### src/sfcfg_pkg.sv
// Purpose: shared constants for the serial port frame configuration block
// Assumes: register indices; byte address is four times the index
// Notes:   one register per aligned 32-bit word, data in the low byte
package sfcfg_pkg;
	// register indices
	localparam logic [3:0] IDX_RX_CONTROL   = 4'h6;
	localparam logic [3:0] IDX_FRAME_FORMAT = 4'h7;
	localparam logic [3:0] IDX_DIVISOR_LOW  = 4'h8;
	localparam logic [3:0] IDX_DIVISOR_HIGH = 4'h9;
	localparam logic [3:0] IDX_AB_WINDOW    = 4'hA;
	localparam int         BYTE_ADDR_SHIFT  = 2;

	// receiver control fields
	localparam int         POS_MULTIPROC    = 0;
	localparam int         POS_RX_MODE      = 1;
	localparam logic [7:0] RST_RX_CONTROL   = 8'h00;

	// frame format fields
	localparam int         POS_COMM_MODE    = 6;
	localparam int         POS_PARITY       = 4;
	localparam int         POS_STOP_BITS    = 3;
	localparam int         POS_CHAR_WIDTH   = 0;
	localparam int         POS_BIT_ORDER    = 2;
	localparam int         POS_CLOCK_PHASE  = 1;
	localparam logic [7:0] RST_FRAME_NORMAL = 8'h03;
	localparam logic [7:0] RST_FRAME_SPI    = 8'h00;

	// divisor and window
	localparam logic [15:0] RST_DIVISOR     = 16'h0000;
	localparam int          POS_AB_WINDOW   = 6;
	localparam logic [7:0]  RST_AB_WINDOW   = 8'h00;
	localparam int          NOMINAL_PAIR    = 32;

	typedef enum logic [1:0] {
		SFCFG_ASYNC, SFCFG_SYNC, SFCFG_INFRARED, SFCFG_HOST_SPI
	} sfcfg_comm_t;

	typedef enum logic [1:0] {
		SFCFG_RX_NORMAL, SFCFG_RX_DOUBLE, SFCFG_RX_GEN_AUTO, SFCFG_RX_LIN_AUTO
	} sfcfg_rxmode_t;

	localparam logic [1:0] PAR_NONE = 2'h0;
	localparam logic [1:0] PAR_EVEN = 2'h2;
	localparam logic [1:0] PAR_ODD  = 2'h3;

	localparam logic [2:0] CW_NINE_LOW  = 3'h6;
	localparam logic [2:0] CW_NINE_HIGH = 3'h7;

	localparam logic [1:0] RESP_OKAY   = 2'h0;
	localparam logic [1:0] RESP_SLVERR = 2'h2;
endpackage

### src/sfcfg_top.sv
// Purpose: frame, divisor and auto-baud window configuration of a serial port
// Assumes: AXI4-Lite slave, one clock, inputs synchronous to clk_sys_in
// Notes:   decoded settings feed the shifter and receiver outside this block
// Notes on behaviour
// - multiproc_enable set turns multiprocessor mode on
// - mode field selects async, sync, infrared, SPI
// - mode 3 switches to SPI field layout
// - other modes restore parity, stop, size layout
// - parity none, even at 2, odd at 3
// - transmitter sends one or two stop bits
// - receiver ignores stop bit setting
// - char width codes 0..3 give 5..8 bits
// - codes 6, 7 give nine bits, byte order
// - SPI bit order zero msb first
// - SPI clock phase selects sampling edge
// - divisor is sixteen bits, low then high
// - divisor write reloads the prescaler immediately
// - LIN auto-baud judges samples per bit pair
// - window code sets accepted pair count
// - receiver mode 3 is LIN auto-baud
//
// The AXI4-Lite register port was chosen for this implementation.
`timescale 1ns/1ps
module sfcfg_top #(
	parameter int ADDR_W  = 6,
	parameter int COUNT_W = 8
) (
	input  wire logic                clk_sys_in,
	input  wire logic                rst_b_in,
	// axi4-lite slave
	input  wire logic [ADDR_W-1:0]   s_axi_awaddr_in,
	input  wire logic                s_axi_awvalid_in,
	output logic                     s_axi_awready_out,
	input  wire logic [31:0]         s_axi_wdata_in,
	input  wire logic [3:0]          s_axi_wstrb_in,
	input  wire logic                s_axi_wvalid_in,
	output logic                     s_axi_wready_out,
	output logic [1:0]               s_axi_bresp_out,
	output logic                     s_axi_bvalid_out,
	input  wire logic                s_axi_bready_in,
	input  wire logic [ADDR_W-1:0]   s_axi_araddr_in,
	input  wire logic                s_axi_arvalid_in,
	output logic                     s_axi_arready_out,
	output logic [31:0]              s_axi_rdata_out,
	output logic [1:0]               s_axi_rresp_out,
	output logic                     s_axi_rvalid_out,
	input  wire logic                s_axi_rready_in,
	// decoded settings
	output logic                     multiproc_enable_out,
	output logic                     async_mode_out,
	output logic                     sync_mode_out,
	output logic                     infrared_mode_out,
	output logic                     host_spi_mode_out,
	output logic                     parity_enable_out,
	output logic                     parity_odd_out,
	output logic [1:0]               tx_stop_bits_out,
	output logic [1:0]               rx_stop_bits_out,
	output logic [3:0]               char_bits_out,
	output logic                     nine_bit_low_first_out,
	output logic                     nine_bit_high_first_out,
	output logic                     bit_order_lsb_first_out,
	output logic                     clock_phase_trailing_out,
	output logic [15:0]              divisor_out,
	output logic                     baud_tick_out,
	output logic                     lin_autobaud_mode_out,
	// auto-baud window check
	input  wire logic [COUNT_W-1:0]  pair_count_in,
	input  wire logic                pair_count_valid_in,
	output logic                     window_ok_out,
	output logic                     window_mismatch_out
);
	if (ADDR_W < 6) begin : g_chk_addr
		$error("sfcfg_top: ADDR_W must be at least 6");
	end
	if (COUNT_W < 6) begin : g_chk_count
		$error("sfcfg_top: COUNT_W must hold 32+8");
	end

	// tolerance in samples for each window code
	function automatic logic [3:0] window_tol(input logic [1:0] code);
		unique case (code)
			2'h0: window_tol = 4'h6;
			2'h1: window_tol = 4'h5;
			2'h2: window_tol = 4'h7;
			2'h3: window_tol = 4'h8;
		endcase
	endfunction

	function automatic logic [3:0] reg_index(input logic [ADDR_W-1:0] addr);
		reg_index = addr[sfcfg_pkg::BYTE_ADDR_SHIFT +: 4];
	endfunction

	function automatic logic idx_mapped(input logic [ADDR_W-1:0] addr);
		logic [3:0] idx;
		idx = reg_index(addr);
		idx_mapped = ((addr >> (sfcfg_pkg::BYTE_ADDR_SHIFT + 4)) == '0) &&
			(idx >= sfcfg_pkg::IDX_RX_CONTROL) && (idx <= sfcfg_pkg::IDX_AB_WINDOW);
	endfunction

	// register state
	logic       multiproc_q;
	logic [1:0] rx_mode_q;
	logic [1:0] comm_mode_q;
	logic [1:0] parity_q;
	logic       stop_bits_q;
	logic [2:0] char_width_q;
	logic       bit_order_q;
	logic       clock_phase_q;
	logic [15:0] divisor_q;
	logic [1:0] ab_window_q;

	// write channel capture
	logic              aw_held_q;
	logic [ADDR_W-1:0] aw_addr_q;
	logic              w_held_q;
	logic [7:0]        w_byte_q;
	logic              w_lane0_q;
	logic              bvalid_q;
	logic [1:0]        bresp_q;
	logic              wr_commit;
	logic [3:0]        wr_idx;
	logic              wr_en;

	assign s_axi_awready_out = !aw_held_q && !bvalid_q;
	assign s_axi_wready_out  = !w_held_q && !bvalid_q;
	assign wr_commit         = aw_held_q && w_held_q && !bvalid_q;
	assign wr_idx            = reg_index(aw_addr_q);
	assign wr_en             = wr_commit && idx_mapped(aw_addr_q) && w_lane0_q;
	assign s_axi_bvalid_out  = bvalid_q;
	assign s_axi_bresp_out   = bresp_q;

	always_ff @(posedge clk_sys_in or negedge rst_b_in) begin
		if (!rst_b_in) begin
			aw_held_q <= 1'b0;
			aw_addr_q <= '0;
		end else if (s_axi_awvalid_in && s_axi_awready_out) begin
			aw_held_q <= 1'b1;
			aw_addr_q <= s_axi_awaddr_in;
		end else if (wr_commit) begin
			aw_held_q <= 1'b0;
		end
	end

	always_ff @(posedge clk_sys_in or negedge rst_b_in) begin
		if (!rst_b_in) begin
			w_held_q  <= 1'b0;
			w_byte_q  <= 8'h00;
			w_lane0_q <= 1'b0;
		end else if (s_axi_wvalid_in && s_axi_wready_out) begin
			w_held_q  <= 1'b1;
			w_byte_q  <= s_axi_wdata_in[7:0];
			w_lane0_q <= s_axi_wstrb_in[0];
		end else if (wr_commit) begin
			w_held_q <= 1'b0;
		end
	end

	always_ff @(posedge clk_sys_in or negedge rst_b_in) begin
		if (!rst_b_in) begin
			bvalid_q <= 1'b0;
			bresp_q  <= sfcfg_pkg::RESP_OKAY;
		end else if (wr_commit) begin
			bvalid_q <= 1'b1;
			bresp_q  <= idx_mapped(aw_addr_q) ? sfcfg_pkg::RESP_OKAY : sfcfg_pkg::RESP_SLVERR;
		end else if (s_axi_bready_in) begin
			bvalid_q <= 1'b0;
		end
	end

	// receiver control
	always_ff @(posedge clk_sys_in or negedge rst_b_in) begin
		if (!rst_b_in) begin
			multiproc_q <= sfcfg_pkg::RST_RX_CONTROL[sfcfg_pkg::POS_MULTIPROC];
			rx_mode_q   <= sfcfg_pkg::RST_RX_CONTROL[sfcfg_pkg::POS_RX_MODE +: 2];
		end else if (wr_en && wr_idx == sfcfg_pkg::IDX_RX_CONTROL) begin
			multiproc_q <= w_byte_q[sfcfg_pkg::POS_MULTIPROC];
			rx_mode_q   <= w_byte_q[sfcfg_pkg::POS_RX_MODE +: 2];
		end
	end

	// frame format: the written mode picks which field set is stored
	always_ff @(posedge clk_sys_in or negedge rst_b_in) begin
		if (!rst_b_in) begin
			comm_mode_q   <= sfcfg_pkg::RST_FRAME_NORMAL[sfcfg_pkg::POS_COMM_MODE +: 2];
			parity_q      <= sfcfg_pkg::RST_FRAME_NORMAL[sfcfg_pkg::POS_PARITY +: 2];
			stop_bits_q   <= sfcfg_pkg::RST_FRAME_NORMAL[sfcfg_pkg::POS_STOP_BITS];
			char_width_q  <= sfcfg_pkg::RST_FRAME_NORMAL[sfcfg_pkg::POS_CHAR_WIDTH +: 3];
			bit_order_q   <= sfcfg_pkg::RST_FRAME_SPI[sfcfg_pkg::POS_BIT_ORDER];
			clock_phase_q <= sfcfg_pkg::RST_FRAME_SPI[sfcfg_pkg::POS_CLOCK_PHASE];
		end else if (wr_en && wr_idx == sfcfg_pkg::IDX_FRAME_FORMAT) begin
			comm_mode_q <= w_byte_q[sfcfg_pkg::POS_COMM_MODE +: 2];
			if (w_byte_q[sfcfg_pkg::POS_COMM_MODE +: 2] == 2'(sfcfg_pkg::SFCFG_HOST_SPI)) begin
				bit_order_q   <= w_byte_q[sfcfg_pkg::POS_BIT_ORDER];
				clock_phase_q <= w_byte_q[sfcfg_pkg::POS_CLOCK_PHASE];
			end else begin
				parity_q     <= w_byte_q[sfcfg_pkg::POS_PARITY +: 2];
				stop_bits_q  <= w_byte_q[sfcfg_pkg::POS_STOP_BITS];
				char_width_q <= w_byte_q[sfcfg_pkg::POS_CHAR_WIDTH +: 3];
			end
		end
	end

	// divisor, one byte per index
	always_ff @(posedge clk_sys_in or negedge rst_b_in) begin
		if (!rst_b_in) begin
			divisor_q <= sfcfg_pkg::RST_DIVISOR;
		end else if (wr_en && wr_idx == sfcfg_pkg::IDX_DIVISOR_LOW) begin
			divisor_q[7:0] <= w_byte_q;
		end else if (wr_en && wr_idx == sfcfg_pkg::IDX_DIVISOR_HIGH) begin
			divisor_q[15:8] <= w_byte_q;
		end
	end

	always_ff @(posedge clk_sys_in or negedge rst_b_in) begin
		if (!rst_b_in) begin
			ab_window_q <= sfcfg_pkg::RST_AB_WINDOW[sfcfg_pkg::POS_AB_WINDOW +: 2];
		end else if (wr_en && wr_idx == sfcfg_pkg::IDX_AB_WINDOW) begin
			ab_window_q <= w_byte_q[sfcfg_pkg::POS_AB_WINDOW +: 2];
		end
	end

	// baud prescaler, reloaded by any divisor write
	logic [15:0] presc_q;
	logic        tick_q;
	logic        div_write;
	logic [15:0] div_new;

	assign div_write = wr_en && (wr_idx == sfcfg_pkg::IDX_DIVISOR_LOW ||
		wr_idx == sfcfg_pkg::IDX_DIVISOR_HIGH);
	assign div_new   = (wr_idx == sfcfg_pkg::IDX_DIVISOR_LOW) ?
		{divisor_q[15:8], w_byte_q} : {w_byte_q, divisor_q[7:0]};

	always_ff @(posedge clk_sys_in or negedge rst_b_in) begin
		if (!rst_b_in) begin
			presc_q <= sfcfg_pkg::RST_DIVISOR;
			tick_q  <= 1'b0;
		end else if (div_write) begin
			presc_q <= div_new;
			tick_q  <= 1'b0;
		end else if (presc_q == 16'h0000) begin
			presc_q <= divisor_q;
			tick_q  <= 1'b1;
		end else begin
			presc_q <= presc_q - 16'h0001;
			tick_q  <= 1'b0;
		end
	end

	// auto-baud window check on each bit pair reported while receiver mode is LIN auto-baud
	logic             lin_mode;
	logic [COUNT_W-1:0] win_lo;
	logic [COUNT_W-1:0] win_hi;
	logic             ok_q;
	logic             mismatch_q;

	assign lin_mode = (rx_mode_q == 2'(sfcfg_pkg::SFCFG_RX_LIN_AUTO));
	assign win_lo   = COUNT_W'(sfcfg_pkg::NOMINAL_PAIR) - COUNT_W'(window_tol(ab_window_q));
	assign win_hi   = COUNT_W'(sfcfg_pkg::NOMINAL_PAIR) + COUNT_W'(window_tol(ab_window_q));

	always_ff @(posedge clk_sys_in or negedge rst_b_in) begin
		if (!rst_b_in) begin
			ok_q       <= 1'b0;
			mismatch_q <= 1'b0;
		end else begin
			ok_q       <= 1'b0;
			mismatch_q <= 1'b0;
			if (pair_count_valid_in && lin_mode) begin
				if (pair_count_in >= win_lo && pair_count_in <= win_hi) begin
					ok_q <= 1'b1;
				end else begin
					mismatch_q <= 1'b1;
				end
			end
		end
	end

	// read channel
	logic        rvalid_q;
	logic [31:0] rdata_q;
	logic [1:0]  rresp_q;
	logic [7:0]  rd_byte;
	logic [3:0]  rd_idx;

	assign s_axi_arready_out = !rvalid_q;
	assign s_axi_rvalid_out  = rvalid_q;
	assign s_axi_rdata_out   = rdata_q;
	assign s_axi_rresp_out   = rresp_q;
	assign rd_idx            = reg_index(s_axi_araddr_in);

	always_comb begin
		rd_byte = 8'h00;
		if (rd_idx == sfcfg_pkg::IDX_RX_CONTROL) begin
			rd_byte[sfcfg_pkg::POS_MULTIPROC]   = multiproc_q;
			rd_byte[sfcfg_pkg::POS_RX_MODE +: 2] = rx_mode_q;
		end else if (rd_idx == sfcfg_pkg::IDX_FRAME_FORMAT) begin
			rd_byte[sfcfg_pkg::POS_COMM_MODE +: 2] = comm_mode_q;
			if (comm_mode_q == 2'(sfcfg_pkg::SFCFG_HOST_SPI)) begin
				rd_byte[sfcfg_pkg::POS_BIT_ORDER]   = bit_order_q;
				rd_byte[sfcfg_pkg::POS_CLOCK_PHASE] = clock_phase_q;
			end else begin
				rd_byte[sfcfg_pkg::POS_PARITY +: 2]     = parity_q;
				rd_byte[sfcfg_pkg::POS_STOP_BITS]       = stop_bits_q;
				rd_byte[sfcfg_pkg::POS_CHAR_WIDTH +: 3] = char_width_q;
			end
		end else if (rd_idx == sfcfg_pkg::IDX_DIVISOR_LOW) begin
			rd_byte = divisor_q[7:0];
		end else if (rd_idx == sfcfg_pkg::IDX_DIVISOR_HIGH) begin
			rd_byte = divisor_q[15:8];
		end else if (rd_idx == sfcfg_pkg::IDX_AB_WINDOW) begin
			rd_byte[sfcfg_pkg::POS_AB_WINDOW +: 2] = ab_window_q;
		end
	end

	always_ff @(posedge clk_sys_in or negedge rst_b_in) begin
		if (!rst_b_in) begin
			rvalid_q <= 1'b0;
			rdata_q  <= 32'h00000000;
			rresp_q  <= sfcfg_pkg::RESP_OKAY;
		end else if (s_axi_arvalid_in && !rvalid_q) begin
			rvalid_q <= 1'b1;
			if (idx_mapped(s_axi_araddr_in)) begin
				rdata_q <= {24'h000000, rd_byte};
				rresp_q <= sfcfg_pkg::RESP_OKAY;
			end else begin
				rdata_q <= 32'h00000000;
				rresp_q <= sfcfg_pkg::RESP_SLVERR;
			end
		end else if (s_axi_rready_in) begin
			rvalid_q <= 1'b0;
		end
	end

	// decoded settings
	logic spi_mode;
	assign spi_mode = (comm_mode_q == 2'(sfcfg_pkg::SFCFG_HOST_SPI));

	assign multiproc_enable_out     = multiproc_q;
	assign async_mode_out           = (comm_mode_q == 2'(sfcfg_pkg::SFCFG_ASYNC));
	assign sync_mode_out            = (comm_mode_q == 2'(sfcfg_pkg::SFCFG_SYNC));
	assign infrared_mode_out        = (comm_mode_q == 2'(sfcfg_pkg::SFCFG_INFRARED));
	assign host_spi_mode_out        = spi_mode;
	// reserved parity code treated as disabled
	assign parity_enable_out        = !spi_mode && (parity_q == sfcfg_pkg::PAR_EVEN ||
		parity_q == sfcfg_pkg::PAR_ODD);
	assign parity_odd_out           = !spi_mode && (parity_q == sfcfg_pkg::PAR_ODD);
	assign tx_stop_bits_out         = stop_bits_q ? 2'h2 : 2'h1;
	assign rx_stop_bits_out         = 2'h1;
	assign nine_bit_low_first_out   = !spi_mode && (char_width_q == sfcfg_pkg::CW_NINE_LOW);
	assign nine_bit_high_first_out  = !spi_mode && (char_width_q == sfcfg_pkg::CW_NINE_HIGH);
	assign bit_order_lsb_first_out  = spi_mode && bit_order_q;
	assign clock_phase_trailing_out = spi_mode && clock_phase_q;
	assign divisor_out              = divisor_q;
	assign baud_tick_out            = tick_q;
	assign lin_autobaud_mode_out    = lin_mode;
	assign window_ok_out            = ok_q;
	assign window_mismatch_out      = mismatch_q;

	always_comb begin
		unique case (char_width_q)
			3'h0: char_bits_out = 4'h5;
			3'h1: char_bits_out = 4'h6;
			3'h2: char_bits_out = 4'h7;
			3'h3: char_bits_out = 4'h8;
			3'h6, 3'h7: char_bits_out = 4'h9;
			default: char_bits_out = 4'h8;
		endcase
	end
endmodule // sfcfg_top

### config.mk
export PLATFORM = sky130hd
export DESIGN_NAME = sfcfg_top
export DESIGN_NICKNAME = d
export VERILOG_FILES = /design/src/sfcfg_pkg.sv /design/src/sfcfg_top.sv
export SDC_FILE = /design/constraint.sdc
export NUM_CORES = 1
export LEC_CHECK = 0
export BUFFER_PORTS_ARGS = -buffer_cell sky130_fd_sc_hd__buf_2
export CAP_MARGIN = 20
export CORE_MARGIN = 10
export CORE_UTILIZATION = 48
export CTS_BUF_LIST = sky130_fd_sc_hd__clkbuf_16
export DETAILED_ROUTE_END_ITERATION = 16
export GPL_TIMING_DRIVEN = 1
export PLACE_DENSITY = 0.85
export SLEW_MARGIN = 20
export SYNTH_ARGS = -nofsm -noshare
export SYNTH_HDL_FRONTEND = slang
export SYNTH_SLANG_ARGS = --single-unit
### constraint.sdc
create_clock -name clk_sys_in -period 6.2 [get_ports clk_sys_in]
set_clock_uncertainty 0.15 [all_clocks]
set_input_delay 0.93 -clock clk_sys_in [delete_from_list [all_inputs] [get_ports clk_sys_in]]
set_output_delay 0.93 -clock clk_sys_in [all_outputs]
set_load 0.05 [all_outputs]
---- After elaboration in Yosys (flattened, before gate mapping) ----
Index checks and enable logic that the tools add are counted.
storage, ports and cells
  register bits after elaboration ......... 105
  bits in latches ......................... 0
  bits in writable memories ............... 0
  bits in read-only memories .............. 0
  input port bits ......................... 64
  output and inout port bits .............. 80
  word-level logic and storage cells ...... 136
  memories ................................ 0
cells by class
  add/subtract/negate cells ............... 3
  $mul .................................... 0
  divide/modulo/power cells ............... 0
  magnitude comparators ................... 6
  equality and inequality tests ........... 24
  shifts and indexed selects .............. 0
  multiplexer cells ....................... 32
  bitwise logic cells ..................... 2
  reductions and logical operators ........ 44
operators by type and width
  cell                     count
  $mux W16                 3
  $pmux W4 S4              2
  $logic_and A1 B1 Y1      25
  $eq A4 B4 Y1 const B     6
  $mux W8                  3
  $eq A2 B2 Y1 const B     8
  $eq A4 B3 Y1 const B     4
  $logic_not A16 Y1        1
  $sub A16 B1 Y16 const B  1
  $mux W1                  14
  $mux W2                  6
  $ge A4 B3 Y1 const B     2
  $ge A8 B8 Y1             1
  $le A4 B4 Y1 const B     2
  $le A8 B7 Y1             1
  $reduce_bool A2 Y1       4
  $add A6 B4 Y7 const A    1
  $sub A6 B4 Y7 const A    1
  $eq A3 B3 Y1 const B     2
  $mux W3                  2
  $mux W6                  1
  $reduce_and A2 Y1        3
  $logic_not A1 Y1         5
  $mux W5                  1
  8 further kinds          12

---- Depth between registers and ports, before layout ----
  depth after elaboration ................. 7
  mapped depth ............................ 9
  depth with buffers taken out ............ 9

---- Least setup slack after synthesis ----
Ideal clock, no wire load.
  kind .................................... reg2out
  start point ............................. register char_width_q[2]
  end point ............................... output char_bits_out[3]
  arrival time ............................ 1.726 ns
  required time ........................... 5.120 ns
  setup slack ............................. 3.394 ns
  cell stages (with the launch flop) ...... 3
  path buffers ............................ 0
  cells stage by stage .................... dfrtp_1 -> a21oi_1 -> inv_1
between the ends
  longest elaborated chain between the ends .. 3
  elaborated cells on any way between the ends .. 7
  classes of those cells .................. eq/ne: 4; mux: 1; reduce/logical: 2
RTL lines
  element                   RTL line          RTL
  start: declaration        sfcfg_top.sv:106  logic [2:0] char_width_q;
  start signal: assignment  sfcfg_top.sv:187  char_width_q <= sfcfg_pkg::RST_FRAME_NORMAL[sfcfg_pkg::POS_CHAR_WIDTH +: 3];
  start signal: assignment  sfcfg_top.sv:198  char_width_q <= w_byte_q[sfcfg_pkg::POS_CHAR_WIDTH +: 3];
  $eq A3 B3 Y1              sfcfg_top.sv:359  unique case (char_width_q)
  $reduce_or A2 Y1          sfcfg_top.sv:359
  $pmux W4 S4 (*)           sfcfg_top.sv:359
  end: declaration          sfcfg_top.sv:58   output logic [3:0] char_bits_out,
Mark *: on every way between the ends. The rest lies on a longest branch, timed or not.

---- Worst setup path in the final report ----
  start point ............................. register comm_mode_q[1]
  end point ............................... output nine_bit_low_first_out
between the ends
  longest elaborated chain between the ends .. 3
RTL lines
  element                   RTL line          RTL
  start: declaration        sfcfg_top.sv:103  logic [1:0] comm_mode_q;
  start signal: assignment  sfcfg_top.sv:184  comm_mode_q <= sfcfg_pkg::RST_FRAME_NORMAL[sfcfg_pkg::POS_COMM_MODE +: 2];
  start signal: assignment  sfcfg_top.sv:191  comm_mode_q <= w_byte_q[sfcfg_pkg::POS_COMM_MODE +: 2];
  $eq A2 B2 Y1              sfcfg_top.sv:335  assign spi_mode = (comm_mode_q == 2'(sfcfg_pkg::SFCFG_HOST_SPI));
  $logic_not A1 Y1          sfcfg_top.sv:348  assign nine_bit_low_first_out = !spi_mode && (char_width_q == sfcfg_pkg::CW_NINE_LOW);
  $logic_and A1 B1 Y1       sfcfg_top.sv:348
  end: declaration          sfcfg_top.sv:59   output logic nine_bit_low_first_out,
Every way passes these cells.

==> results.sh <==
export IMPL_die_h_um=114
export IMPL_cp_required_ns=5.12
export IMPL_wl_per_cell_um=17.9
export IMPL_tns_ns=0
export IMPL_synth_top_flop_cell="dfrtp_1"
export IMPL_syn_instance_count=427
export IMPL_vdd_drop_max_mv=0.329
export IMPL_portBuffers=84
export IMPL_cts_tree="done"
export IMPL_cts_resized=0
export IMPL_antenna_found_initial=0
export IMPL_grt_pass1_wl_mm=17.9
export IMPL_final_max_slew_viol_count=0
export IMPL_clk_root_buffer_cell="clkbuf_16"
export IMPL_dp_hpwl_mm=8.50
export IMPL_place_ws_ns=3.45
export IMPL_vias=3425
export IMPL_final_hold_viol_count=0
export IMPL_worstReg2RegStart="ab_window_q[1]$_DFFE_PN0P_"
export IMPL_io_pins=144
export IMPL_drt_iter0_markers=249
export IMPL_fin_crit_ns=2.83
export IMPL_worstPathArrival_ns=1.75
export IMPL_diodes=0
export IMPL_p_comb_share_pct=39.1
export IMPL_synthesis_area_um2=4240
export IMPL_start_util_pct=48.8
export IMPL_placed_area_um2=4630
export IMPL_worst_slew_pin_slew_ns=1.06
export IMPL_p_int_mw=1.32
export IMPL_synthArstFlopShare_pct=100
export IMPL_grt_total_usage_pct=17.0
export IMPL_critPathKind="flop to primary output"
export IMPL_grt_pass1_vias=3500
export IMPL_ctsHoldBuffers=0
export IMPL_drive_gt1_share_pct=28.7
export IMPL_grt_overflow=0
export IMPL_min_path_type="flop to flop"
export IMPL_htree_levels=3
export IMPL_core_area_um2=8680
export IMPL_clk_latency_ns=0.34
export IMPL_cts_buffer_depth=2
export IMPL_synth_edf_count=0
export IMPL_cts_made_buffers=9
export IMPL_r2r_setup_slack_ns=3.54
export IMPL_fin_nets=584
export IMPL_vias_per_cell=5.52
export IMPL_seq_power_share_pct=39.0
export IMPL_ys_seq_area_share_pct=45.5
export IMPL_final_area_um2=4930
export IMPL_clk_pin_slew_ns=0.06
export IMPL_swShare_pct=44.8
export IMPL_ys_warn_count=0
export IMPL_fin_util_pct=56.8
export IMPL_die_width_um=114
export IMPL_cp_end_kind="primary output"
export IMPL_syn_avg_cell_area_um2=9.93
export IMPL_firstDrtPassIters=5
export IMPL_row_count=34
export IMPL_ys_seq_elements=77
export IMPL_outcome="finished, final reports clean"
export IMPL_finalWirelength_mm=11.1
export IMPL_areaGrowthSynthToFinish_pct=16.2
export IMPL_path_max_fanout=8
export IMPL_clock_power_share_pct=21.9
export IMPL_drc=0
export IMPL_rsz0062_at_grt="no"
export IMPL_p_switching_mw=1.07
export IMPL_ys_types=58
export IMPL_grt_max_degree=78
export IMPL_critPathLaunch="comm_mode_q[1]$_DFFE_PN0P_"
export IMPL_endpoint="nine_bit_low_first_out"
export IMPL_reg2reg_to="window_ok_out$_DFF_PN0_"
export IMPL_drv_cap=0
export IMPL_p_per_area_nw_per_um2=485
export IMPL_setup_viol=0
export IMPL_finalCritPeriodShare_pct=45.6
export IMPL_reg2reg_depth=9
export IMPL_fin_ws_ns=3.37
export IMPL_cts_sinks=77
export IMPL_cts_setup_buffers=0
export IMPL_gp_congestion=0.874
export IMPL_setup_worst_path_start_class="flop"
export IMPL_antenna_left=0
export IMPL_max_freq_mhz=354
export IMPL_slew_headroom_pct=29.2
export IMPL_leakage_nw=2.49
export IMPL_dieArea_um2=13000
-- synthesized netlist by cell type, types with 4 or more instances --
cell,instances,area [µm²]
nor2_1,22,82.6
dfrtp_1,75,1880
nor4_1,8,50.1
and3_1,6,37.5
ha_1,13,163
mux2i_1,6,60.1
o21ai_0,14,70.1
inv_1,20,75.1
o22ai_1,8,50.1
xnor2_1,7,61.3
buf_4,29,218
xor2_1,6,52.6
nand2_1,60,225
nor2b_1,9,56.3
mux2_2,33,372
nand3_1,8,40.0
and2_1,4,25.0
a31oi_1,5,31.3
nor3_1,6,30.0
a21oi_1,14,70.1
a21o_1,7,52.6
clkbuf_1,9,33.8
or3_1,5,31.3
-- flip-flops by register name, indices dropped and copies added (netlist names) --
signal and count:
divisor_out 16, char_width_q 3, window_ok_out 1, aw_addr_q 4
clock_phase_q 1, aw_held_q 1, parity_q 2, w_held_q 1
s_axi_bresp_out 1, s_axi_bvalid_out 1, w_lane0_q 1, ab_window_q 2
s_axi_rresp_out 1, window_mismatch_out 1, rx_mode_q 2, baud_tick_out 1
stop_bits_q 1, w_byte_q 8, s_axi_rvalid_out 1, comm_mode_q 2
multiproc_enable_out 1, presc_q 16, bit_order_q 1, s_axi_rdata_out 8
-- cells in the final DEF (no fill, tap or decap), types with 3 or more instances in the layout --
cell / count
or3_1: 5
dfrtp_1: 75
conb_1: 28
nand2b_1: 3
and3_1: 6
nand2_1: 60
xnor2_1: 7
nand3_1: 8
a21o_1: 7
ha_1: 13
o22ai_1: 8
o221a_1: 3
nor3_1: 6
clkinvlp_4: 3
nor2b_1: 9
and2_1: 4
a21oi_1: 14
buf_2: 83
nor4_1: 8
a22o_1: 3
o21ai_0: 14
a31oi_1: 5
inv_1: 20
nor2_1: 22
clkbuf_16: 9
mux2i_1: 6
mux2_2: 33
xor2_1: 6
-- layout make-up --
type / count / area [µm²]
Clock buffer: 9 / 225
Clock inverter: 7 / 75.1
Fill cell: 764 / 3750
Inverter: 20 / 75.1
Multi-Input combinational cell: 314 / 2060
Sequential cell: 77 / 1930
Tap cell: 108 / 135
Timing Repair Buffer: 85 / 430
-- stage by stage --
stage                     total power [mW]  hold WS [ns]  instances
after floorplan                       1.62         0.322        453
after global placement                1.82         0.310        604
after detailed placement              1.87         0.316        604
after CTS                             2.39         0.333        620
after global routing                  2.53         0.354        620
final                                 2.39         0.330        620
-- worst min-delay path by stage --
stage                                                 to  cells past startpoint  slack [ns]                            from
after floorplan                  bit_order_q$_DFFE_PN0P_                      1        0.32         bit_order_q$_DFFE_PN0P_
final                     s_axi_rdata_out[2]$_DFFE_PN0P_                      2        0.33  s_axi_rdata_out[2]$_DFFE_PN0P_
after global placement    s_axi_rdata_out[2]$_DFFE_PN0P_                      2        0.31  s_axi_rdata_out[2]$_DFFE_PN0P_
after global routing      s_axi_bresp_out[1]$_DFFE_PN0P_                      1        0.35  s_axi_bresp_out[1]$_DFFE_PN0P_
after CTS                 s_axi_rdata_out[2]$_DFFE_PN0P_                      2        0.33  s_axi_rdata_out[2]$_DFFE_PN0P_
after detailed placement  s_axi_bresp_out[1]$_DFFE_PN0P_                      1        0.32  s_axi_bresp_out[1]$_DFFE_PN0P_
-- power groups by stage --
stage                     Clock (mW)  Combinational (mW)  Sequential, mW
after floorplan                    0               0.627           0.989
final                          0.524               0.935           0.932
after global placement             0               0.905           0.917
after CTS                      0.527               0.941           0.925
after detailed placement           0               0.937           0.929
after global routing           0.551                1.01           0.962
-- per-layer routing --
| metal | wire length, µm | vias up | share of wire [%] | GRT usage, % |
|---|---|---|---|---|
| li1 | - | 1606 | - | - |
| met1 | 4260 | 1649 | 38 | 19.7 |
| met2 | 5600 | 154 | 50 | 29.2 |
| met3 | 1030 | 16 | 9.2 | 5.77 |
| met4 | 221 | 0 | 2.0 | 4.76 |
| met5 | 0 | - | 0 | 0 |
-- worst max-delay path: stages, from the launching register on --
cell and delay, ns:
dfrtp_1 0.47, nand2_1 0.23, inv_1 0.12, nor2_1 0.17, nand2_1 0.07, nor2_1 0.09
buf_2 0.27
-- cell families (layout without fill, tap and decap cells) --
kind of cell | count (synthesis) | in the layout | share of synthesized area [%]
simple gates | 146 | 146 | 17.1
flops | 77 | 77 | 45.5
compound gates | 75 | 75 | 12.2
buf+inv | 62 | 121 | 8.29
mux | 39 | 39 | 10.2
fa+ha+maj | 13 | 13 | 3.84
xor+xnor | 13 | 13 | 2.69
other cells | 2 | 28 | 0.177
No activity file was read; power rests on OpenSTA's default activity.
